===== src/shared/ilt_pkg.sv =====
package ilt_pkg;
   // Register page
   localparam int ILT_PAGE_BYTES = 4096;
   localparam int ILT_PAGE_AW = 12;
   localparam int ILT_BUS_DW = 64;
   // Descriptor byte positions
   localparam int ILT_DESC_LINK_TYPE_POS = 4;
   localparam int ILT_DESC_CHAN_COUNT_POS = 7;
   localparam int ILT_DESC_FLAGS_POS = 8;
   localparam int ILT_DESC_MON_OFF_POS = 10;
   localparam int ILT_DESC_CLASS_OFF_POS = 12;
   localparam int ILT_DESC_BASE_POS = 32;
   // Descriptor flag bit positions
   localparam int ILT_FLAG_MON_TAG_POS = 1;
   localparam int ILT_FLAG_CLASS_TAG_POS = 2;
   localparam int ILT_FLAG_REG_WIDTH_SEL_POS = 3;
   // Register widths in bytes and the matching index shifts
   localparam int ILT_REG_BYTES_NARROW = 2;
   localparam int ILT_REG_BYTES_WIDE = 8;
   localparam logic [3:0] ILT_SHIFT_NARROW = 4'h1;
   localparam logic [3:0] ILT_SHIFT_WIDE = 4'h3;
   // Link interface type codes
   localparam logic [15:0] ILT_LINK_PCIE_IO = 16'h0000;
   localparam logic [15:0] ILT_LINK_CXL_CACHE = 16'h0001;
   localparam logic [15:0] ILT_LINK_RESERVED_MIN = 16'h0002;
   // Reset value of every tag entry
   localparam logic [63:0] ILT_TAG_RESET = 64'h0000_0000_0000_0000;
   // Read answer latency in clock cycles
   localparam int ILT_ACK_LATENCY = 2;
endpackage : ilt_pkg


===== src/rtl/ilt_tag_regs.sv =====
// Operation
// - Tag region sits inside one 4 KB aligned page.
// - The page holds only tag registers; nothing else decodes there.
// - Writes to reserved fields or offsets change nothing.
// - Writes above the supported tag maximum are ignored.
// - Flag bit 3 set means 2-byte registers, clear means 8-byte; spacing matches.
// - Flag bit 1 monitor tagging, bit 2 class tagging; others reserved zero.
// - Descriptor offsets: monitor block at byte 10, class block at byte 12.
// - Block base is a 64-bit absolute physical address.
// - Class and monitor entries are contiguous arrays, entry n at offset plus n*width.
// - Each array holds exactly the channel count given at descriptor byte 7.
// - Class entry n selects the class for all traffic on channel n.
// - Link type 0x0 PCIe or CXL.io, 0x1 CXL.cache, 0x2 up reserved.
// - CXL.cache links implement only the channel 0 entries.
// - PCIe and CXL.io traffic on one link share the same entries.
// - Tags may be written and read any time and apply to later traffic; writes in a locked sequence (mmio_lock) are dropped, locked reads answer.
`timescale 1ns/100ps
module ilt_tag_regs #(
   parameter int CHAN_MAX = 8,
   parameter int TAG_W = 12,
   parameter logic [7:0] CHAN_COUNT = 8'h08,
   parameter logic [15:0] LINK_TYPE = 16'h0000,
   parameter logic REG_NARROW = 1'b0,
   parameter logic MON_SUPPORTED = 1'b1,
   parameter logic CLASS_SUPPORTED = 1'b1,
   parameter logic [15:0] MON_BLOCK_OFF = 16'h0100,
   parameter logic [15:0] CLASS_BLOCK_OFF = 16'h0040,
   parameter logic [63:0] BLOCK_BASE = 64'h0000_0000_FED0_0000
) (
   input wire logic clk, // System clock
   input wire logic sys_rst, // Synchronous reset, active high
   input wire logic mmio_valid, // Access request, one cycle
   input wire logic mmio_write, // 1 write, 0 read
   input wire logic mmio_lock, // Request is part of a locked sequence
   input wire logic [ilt_pkg::ILT_PAGE_AW-1:0] mmio_addr, // Byte offset in page
   input wire logic [ilt_pkg::ILT_BUS_DW-1:0] mmio_wdata, // Write data
   output logic mmio_ack, // Answer pulse, two cycles after request
   output logic [ilt_pkg::ILT_BUS_DW-1:0] mmio_rdata, // Read data, zero for writes
   input wire logic [7:0] traffic_chan, // Channel of the traffic being tagged
   output logic [TAG_W-1:0] traffic_class_tag, // Class tag, one cycle later
   output logic [TAG_W-1:0] traffic_mon_tag, // Monitor tag, one cycle later
   output logic [15:0] desc_link_type, // Descriptor link type
   output logic [7:0] desc_chan_count, // Descriptor channel count
   output logic [15:0] desc_flags, // Descriptor flags
   output logic [15:0] desc_mon_off, // Descriptor monitor block offset
   output logic [15:0] desc_class_off, // Descriptor class block offset
   output logic [63:0] desc_block_base // Descriptor block base address
);
   import ilt_pkg::*;

   localparam int AW = (CHAN_MAX > 1) ? $clog2(CHAN_MAX) : 1;

   // Entry decode shared by both arrays: returns hit flag and entry index
   function automatic logic [16:0] entry_decode(
      input logic [ILT_PAGE_AW-1:0] addr,
      input logic [15:0] blk_off,
      input logic [3:0] shift,
      input logic [7:0] count
   );
      logic [15:0] rel;
      logic [15:0] idx;
      logic [15:0] amask;
      logic hit;
      rel = {4'h0, addr} - blk_off;
      idx = rel >> shift;
      amask = (16'h0001 << shift) - 16'h0001;
      hit = ({4'h0, addr} >= blk_off) && ((rel & amask) == 16'h0000)
            && (idx < {8'h00, count});
      entry_decode = {hit, idx};
   endfunction : entry_decode

   // Implemented channel count, bounded by the storage depth
   wire logic is_cxl = (LINK_TYPE == ILT_LINK_CXL_CACHE);
   wire logic [7:0] depth_cap = 8'(CHAN_MAX);
   wire logic [7:0] req_count = is_cxl ? 8'h01 : CHAN_COUNT;
   wire logic [7:0] chan_impl = (req_count > depth_cap) ? depth_cap : req_count;
   wire logic [3:0] idx_shift = REG_NARROW ? ILT_SHIFT_NARROW : ILT_SHIFT_WIDE;

   // Descriptor view of this block
   assign desc_link_type = (LINK_TYPE >= ILT_LINK_RESERVED_MIN) ? ILT_LINK_PCIE_IO
                           : LINK_TYPE;
   assign desc_chan_count = chan_impl;
   always_comb begin
      desc_flags = 16'h0000;
      desc_flags[ILT_FLAG_MON_TAG_POS] = MON_SUPPORTED;
      desc_flags[ILT_FLAG_CLASS_TAG_POS] = CLASS_SUPPORTED;
      desc_flags[ILT_FLAG_REG_WIDTH_SEL_POS] = REG_NARROW;
   end
   assign desc_mon_off = MON_BLOCK_OFF;
   assign desc_class_off = CLASS_BLOCK_OFF;
   // Base forced onto a page boundary, absolute address, no BAR relation
   assign desc_block_base = {BLOCK_BASE[63:ILT_PAGE_AW], {ILT_PAGE_AW{1'b0}}};

   // Bus decode
   wire logic [16:0] cls_dec = entry_decode(mmio_addr, CLASS_BLOCK_OFF, idx_shift, chan_impl);
   wire logic [16:0] mon_dec = entry_decode(mmio_addr, MON_BLOCK_OFF, idx_shift, chan_impl);
   wire logic cls_hit = cls_dec[16] && CLASS_SUPPORTED;
   wire logic mon_hit = mon_dec[16] && MON_SUPPORTED;
   wire logic [AW-1:0] cls_idx = cls_dec[AW-1:0];
   wire logic [AW-1:0] mon_idx = mon_dec[AW-1:0];

   // Upper bits of the register width are reserved, as are bits above the tag width
   wire logic [63:0] width_mask = REG_NARROW ? 64'h0000_0000_0000_FFFF : 64'hFFFF_FFFF_FFFF_FFFF;
   wire logic [63:0] tag_mask = {{(64-TAG_W){1'b0}}, {TAG_W{1'b1}}};
   wire logic value_ok = ((mmio_wdata & width_mask & ~tag_mask) == 64'h0);
   // Locked writes are not supported; dropping them keeps the state coherent, locked reads still answer
   wire logic wr_ok = mmio_valid && mmio_write && !mmio_lock && value_ok;
   wire logic cls_wr = wr_ok && cls_hit;
   wire logic mon_wr = wr_ok && mon_hit;
   wire logic rd_req = mmio_valid && !mmio_write;
   wire logic [TAG_W-1:0] wr_tag = mmio_wdata[TAG_W-1:0];

   // Traffic lookup: one entry per channel for every protocol on the link
   wire logic traffic_in = (traffic_chan < chan_impl);
   wire logic [AW-1:0] traffic_idx = traffic_chan[AW-1:0];

   logic [TAG_W-1:0] cls_rd;
   logic [TAG_W-1:0] mon_rd;

   ilt_tag_mem #(
      .W(TAG_W),
      .DEPTH(CHAN_MAX),
      .AW(AW)
   ) u_class_mem (
      .clk(clk),
      .sys_rst(sys_rst),
      .wr_en(cls_wr),
      .wr_idx(cls_idx),
      .wr_data(wr_tag),
      .a_en(rd_req && cls_hit),
      .a_idx(cls_idx),
      .a_data(cls_rd),
      .b_en(traffic_in && CLASS_SUPPORTED),
      .b_idx(traffic_idx),
      .b_data(traffic_class_tag)
   );

   ilt_tag_mem #(
      .W(TAG_W),
      .DEPTH(CHAN_MAX),
      .AW(AW)
   ) u_mon_mem (
      .clk(clk),
      .sys_rst(sys_rst),
      .wr_en(mon_wr),
      .wr_idx(mon_idx),
      .wr_data(wr_tag),
      .a_en(rd_req && mon_hit),
      .a_idx(mon_idx),
      .a_data(mon_rd),
      .b_en(traffic_in && MON_SUPPORTED),
      .b_idx(traffic_idx),
      .b_data(traffic_mon_tag)
   );

   // Answer pipeline: memory read stage then the bus data register
   logic s1_valid_q;
   logic s1_rd_q;
   logic ack_q;
   logic [63:0] rdata_q;

   // Only one array can hit, so an OR merges them; misses read zero
   wire logic [63:0] rd_merge = {{(64-TAG_W){1'b0}}, cls_rd | mon_rd};

   always_ff @(posedge clk) begin
      if (sys_rst) begin
         s1_valid_q <= 1'b0;
         s1_rd_q <= 1'b0;
      end else begin
         s1_valid_q <= mmio_valid;
         s1_rd_q <= rd_req;
      end
   end

   always_ff @(posedge clk) begin
      if (sys_rst) begin
         ack_q <= 1'b0;
         rdata_q <= 64'h0;
      end else begin
         ack_q <= s1_valid_q;
         rdata_q <= s1_rd_q ? rd_merge : 64'h0;
      end
   end

   assign mmio_ack = ack_q;
   assign mmio_rdata = rdata_q;
endmodule : ilt_tag_regs


===== src/rtl/ilt_tag_mem.sv =====
`timescale 1ns/100ps
module ilt_tag_mem #(
   parameter int W = 12,
   parameter int DEPTH = 8,
   parameter int AW = 3
) (
   input wire logic clk, // System clock
   input wire logic sys_rst, // Synchronous reset, clears all entries
   input wire logic wr_en, // Write strobe
   input wire logic [AW-1:0] wr_idx, // Write entry
   input wire logic [W-1:0] wr_data, // Write value
   input wire logic a_en, // Port A read enable, zero when low
   input wire logic [AW-1:0] a_idx, // Port A entry
   output logic [W-1:0] a_data, // Port A registered data
   input wire logic b_en, // Port B read enable, zero when low
   input wire logic [AW-1:0] b_idx, // Port B entry
   output logic [W-1:0] b_data // Port B registered data
);
   import ilt_pkg::*;

   logic [W-1:0] mem_q [DEPTH];

   always_ff @(posedge clk) begin
      if (sys_rst) begin
         for (int i = 0; i < DEPTH; i++) begin
            mem_q[i] <= ILT_TAG_RESET[W-1:0];
         end
      end else if (wr_en) begin
         mem_q[wr_idx] <= wr_data;
      end
   end

   // Disabled reads return zero so callers can OR several memories
   always_ff @(posedge clk) begin
      if (sys_rst) begin
         a_data <= '0;
         b_data <= '0;
      end else begin
         a_data <= a_en ? mem_q[a_idx] : '0;
         b_data <= b_en ? mem_q[b_idx] : '0;
      end
   end
endmodule : ilt_tag_mem


===== config.mk =====
export PLATFORM = sky130hd
export DESIGN_NAME = ilt_tag_regs
export DESIGN_NICKNAME = d
export VERILOG_FILES = /design/src/shared/ilt_pkg.sv /design/src/rtl/ilt_tag_regs.sv /design/src/rtl/ilt_tag_mem.sv
export SDC_FILE = /design/constraint.sdc
export NUM_CORES = 1
export LEC_CHECK = 0
export BUFFER_PORTS_ARGS = -buffer_cell sky130_fd_sc_hd__buf_2
export CAP_MARGIN = 10
export CORE_ASPECT_RATIO = 1.75
export CORE_UTILIZATION = 30
export DETAILED_ROUTE_END_ITERATION = 8
export PLACE_DENSITY = 0.6
export SETUP_SLACK_MARGIN = 0.3
export SYNTH_ARGS = -nofsm -noshare
export SYNTH_HDL_FRONTEND = slang
export SYNTH_SLANG_ARGS = --single-unit

===== constraint.sdc =====
create_clock -name clk -period 5.66 [get_ports clk]
set_input_delay 0.566 -clock clk [delete_from_list [all_inputs] [get_ports clk]]
set_output_delay 0.566 -clock clk [all_outputs]
set_load 0.01 [all_outputs]

---- Word level (Yosys, flattened, before mapping) ----
Memories as Yosys holds them, arrays and structs flattened. A register that Yosys moved wholly into a read port is not among the register bits.
Index checks and enable logic that the tools add are counted.
operators by class
  $add $sub $neg .......................... 2
  eq/ne operators ......................... 0
  divide/modulo/power cells ............... 0
  shift operators ......................... 0
  $mul .................................... 0
  magnitude comparators ................... 5
  bitwise logic cells ..................... 5
  reductions and logical operators ........ 23
  muxes and demuxes ....................... 14
operators by type and width
  operator                                                                               count
  64-bit zero test                                                                       1
  16-bit zero test                                                                       2
  13-bit by 4-bit less-than comparator with 1-bit output (second input constant)         2
  12-bit two-way mux                                                                     2
  12-bit OR reduction                                                                    2
  12-bit by 7-bit subtractor with 13-bit output (second input constant)                  1
  12-bit by 9-bit subtractor with 13-bit output (second input constant)                  1
  12-bit by 7-bit greater-or-equal comparator with 1-bit output (second input constant)  1
  12-bit by 9-bit greater-or-equal comparator with 1-bit output (second input constant)  1
  1-bit logical AND                                                                      12
  12-bit bitwise OR                                                                      1
  1-bit two-way mux                                                                      10
  8-bit by 4-bit less-than comparator with 1-bit output (second input constant)          1
  2-bit OR reduction                                                                     4
  3-bit two-way mux                                                                      2
  1-bit inverter                                                                         4
  1-bit zero test                                                                        2
word-level totals
  input bits .............................. 89
  RAM bits ................................ 192
  output and inout bits ................... 225
  bits in registers ....................... 67
  memories kept ........................... 2
  memory bits (read-only) ................. 0
  latch bits .............................. 0
memories
  memory             words  bits a word  read ports  clocked after memory_dff  wr ports  RTL line           RTL
  u_class_mem.mem_q  8      12           2           2                         8         ilt_tag_mem.sv:21  logic [W-1:0] mem_q [DEPTH];
  u_mon_mem.mem_q    8      12           2           2                         8         ilt_tag_mem.sv:21

---- Depth between registers and ports, before layout ----
  depth in word-level cells ............... 10
  gate-level depth with buffers ........... 7
  mapped depth without buffers ............ 5

---- By module ----
A second synthesis with hierarchy kept.
unflattened totals
  cells, all modules ...................... 1156
  area total of the unflattened synthesis .. 14126.0 um2
modules (own cells, without submodules)
  module        times used  seq. area each (um2)  cells an instance  area each (um2)
  ilt_tag_mem   2           3363.2                446                6040.8
  ilt_tag_regs  1           300.3                 264                2044.5

---- Least setup slack after synthesis ----
Ideal clock, no wire load.
  path kind ............................... input port to flip-flop
  from .................................... input mmio_addr[9] (netlist name)
  to ...................................... memory u_class_mem.mem_q[3][0] (enable)
  path slack .............................. 2.776 ns
  setup time .............................. 0.383 ns
  data arrival time ....................... 2.501 ns
  path buffers ............................ 1
  cell stages on the path ................. 5
  path through ............................ or4_4 nor3_4 buf_2 nand4_1 o21bai_1
RTL lines
  item         RTL line            RTL
  from (decl)  ilt_tag_regs.sv:35  input wire logic [ilt_pkg::ILT_PAGE_AW-1:0] mmio_addr,
  to (decl)    ilt_tag_mem.sv:21

==> out/results.ini <==
[routing]
drt_wl_total_um = 39000
remaining_drc_errors = 0
drt_iter0_drc = 845
wl_per_cell_um = 22.6
drtAntennaViolNets = 0
dr_total_vias = 8725
firstDrtPassIters = 5
viasPerCell = 5.05

[cts]
clk_pin_slew_ps = 70
cts-htree-levels = 1
cts-root-buf = clkbuf_16
clockBufferDepth = 3
clock_sinks = 255
cts_buffers = 23
holdBufCountCts = 0
ctsResizeCount = 0
cts_tree = yes
cts_setup_buffers = 0
clock_latency_ps = 530

[synth]
synthAdderAreaFrac_pct = 0
ys_warn_count = 0
synth_cell_type_count = 35
synth-compound-area-share_pct = 8.49
synthSimpleGateAreaFrac_pct = 11.9
synthXorXnorAreaFrac_pct = 0
netlist_area_um2 = 12600
ys.flop_type = edfxtp_1
synth_top_family_by_area = buffers and inverters
synth_seq_cells = 255
synth_cells = 1052
synthArstFlopShare_pct = 0
synthMuxAreaShare_pct = 10.5
synth-seq-area-share_pct = 55.7
syn_area_per_cell_um2 = 12.0
synth_edf_count = 192

[hold_path]
worstHoldStart = mmio_write
hold_class = input pin to register

[timing]
max_freq_mhz = 368
setup_ws_ps = 2940
fin_crit_ps = 2720
hold_viol = 0
hold_ws_ps = 232
finClkSkew_ps = 6.16
maxSlewViolCount = 0
rsz0062_at_grt = false
finalSetupViolCount = 0
setup_tns_ps = 0
timing.final.crit_share_pct = 48.0
maxSlewHeadroom_pct = 20.9
tightest_slew_ps = 1180

[power]
cellPowerDensity_nw_per_um2 = 301
p_int_w = 0.00325
p_clk_share_pct = 41.6
power_frac_comb_pct = 8.0
p_leak_nw = 4.97
ir_worst_vdd_mv = 0.212
pwr-share-seq_pct = 50.3
switchingPower_w = 0.000975
p_total_w = 0.00422
switching_share_pct = 23.1

[critical_path]
r2r-start = u_class_mem.mem_q[7][10]$_SDFFCE_PN0P_
arrival_ps = 3090
cp-start-kind = input pin
critPathKind = input pin to register
worst-r2r-setup-slack_ps = 4240
critPathLaunch = mmio_wdata[21]
worstPathRequired_ps = 6030
crit_fanout = 17
worst_setup_path_end_kind = register

[placement]
hpwlAfterDp_um = 26100
routabilityCongestion = 0.882
port_buffers = 125
place_ws_ps = 2460

[global_routing]
grt_first_pass_wirelength_um = 55900
grt.total_usage_pct = 18.1
grt_overflow = 0
grt_antenna_before_repair = 0
grt_pass1_vias = 8718
grt_start_max_net_pins = 49

[cells_and_area]
finish.net_count = 1247
final_common_cell = nor2_1
synthToLayoutAreaGrowth_pct = 11.1
drive_gt1_share_pct = 22.1
diodes = 0
final_cell_mix = nor2_1 (244), edfxtp_1 (192), conb_1 (188)
fill_cells = 4056

[die]
die_x_um = 157
die_h_um = 273
io_pins = 314
start_util_pct = 30.3
die-area_um2 = 42900
core_um2 = 41600
fp-row-count = 99

[flow_run]
cap_violations = 0

[run_status]
status = complete, no violations

-- synth_stat cells, types with 14 or more instances --
cell type,n,share of area (%)
a31oi_1,24,1.2
mux2i_1,24,1.9
a221oi_1,24,1.7
a22oi_1,48,2.9
dfxtp_1,63,10
buf_2,14,0.56
a22o_1,24,1.7
nor2_1,245,7.3
mux4_2,48,8.6
edfxtp_1,192,46
buf_4,189,11
clkbuf_1,47,1.4
-- metal layers --
metal | GRT usage [%] | wire length (um)
met5 | 0 | 0
met4 | 14.8 | 3280
met3 | 2.36 | 3000
met2 | 32.8 | 20300
met1 | 18.5 | 12500
-- registers in the layout (all words and copies together), names as in the netlist --
register            count
mmio_rdata             12
u_class_mem.a_data     12
s1_rd_q                 1
mmio_ack                1
u_class_mem.mem_q      96
s1_valid_q              1
u_mon_mem.mem_q        96
u_class_mem.b_data     12
u_mon_mem.b_data       12
u_mon_mem.a_data       12
-- cells by family (layout without fill, tap and decap cells) --
group                  count (synthesis)  in the layout
buffers and inverters                258            194
other                                  2            188
AND/OR/NAND/NOR                      329            329
multiplexers                          72             72
AO/OA/AOI/OAI                        136            136
flip-flops                           255            255
-- through the flow --
stage          std cells  util [%]  instance area, um^2
6_report            1729      33.7                14000
5_1_grt             1729      33.7                14000
4_1_cts             1729      33.7                14000
3_5_place_dp        1688      31.7                13200
3_3_place_gp        1688      31.7                13200
2_1_floorplan       1238         -                13300
-- worst max-delay path: stages --
cell,delay [ps]
buf_2,100
nor4b_1,290
and4_1,620
nand4_1,830
buf_4,510
nor2_1,150
-- final timing paths --
kind | end | cells past startpoint
hold / removal | s1_rd_q$_SDFF_PP0_ | 2
setup reg to reg | u_class_mem.a_data[10]$_SDFF_PP0_ | 3
setup / recovery | u_mon_mem.mem_q[0][2]$_SDFFCE_PN0P_ | 6
hold reg to reg | mmio_ack$_SDFF_PP0_ | 1
-- power by group through the flow --
stage               logic [W]  registers, W  clock network, W
global route         0.000368       0.00213           0.00184
global placement     0.000334       0.00216                 0
CTS                  0.000338       0.00212           0.00178
finish               0.000340       0.00212           0.00176
detailed placement   0.000337       0.00216                 0
floorplan            0.000323       0.00214                 0
-- cell type report --
| class | instances | area (um^2) | share of cell area, % |
|---|---|---|---|
| repair buffers | 152 | 828 | 5.91 |
| clock inverters | 16 | 238 | 1.70 |
| flip-flops and latches | 255 | 7030 | 50.1 |
| inverters | 1 | 3.75 | 0.0268 |
| clock buffers | 25 | 603 | 4.30 |
| multi-input cells | 725 | 4630 | 33.0 |
| well taps | 555 | 694 | 4.95 |
(Power assumes the default switching activity.)
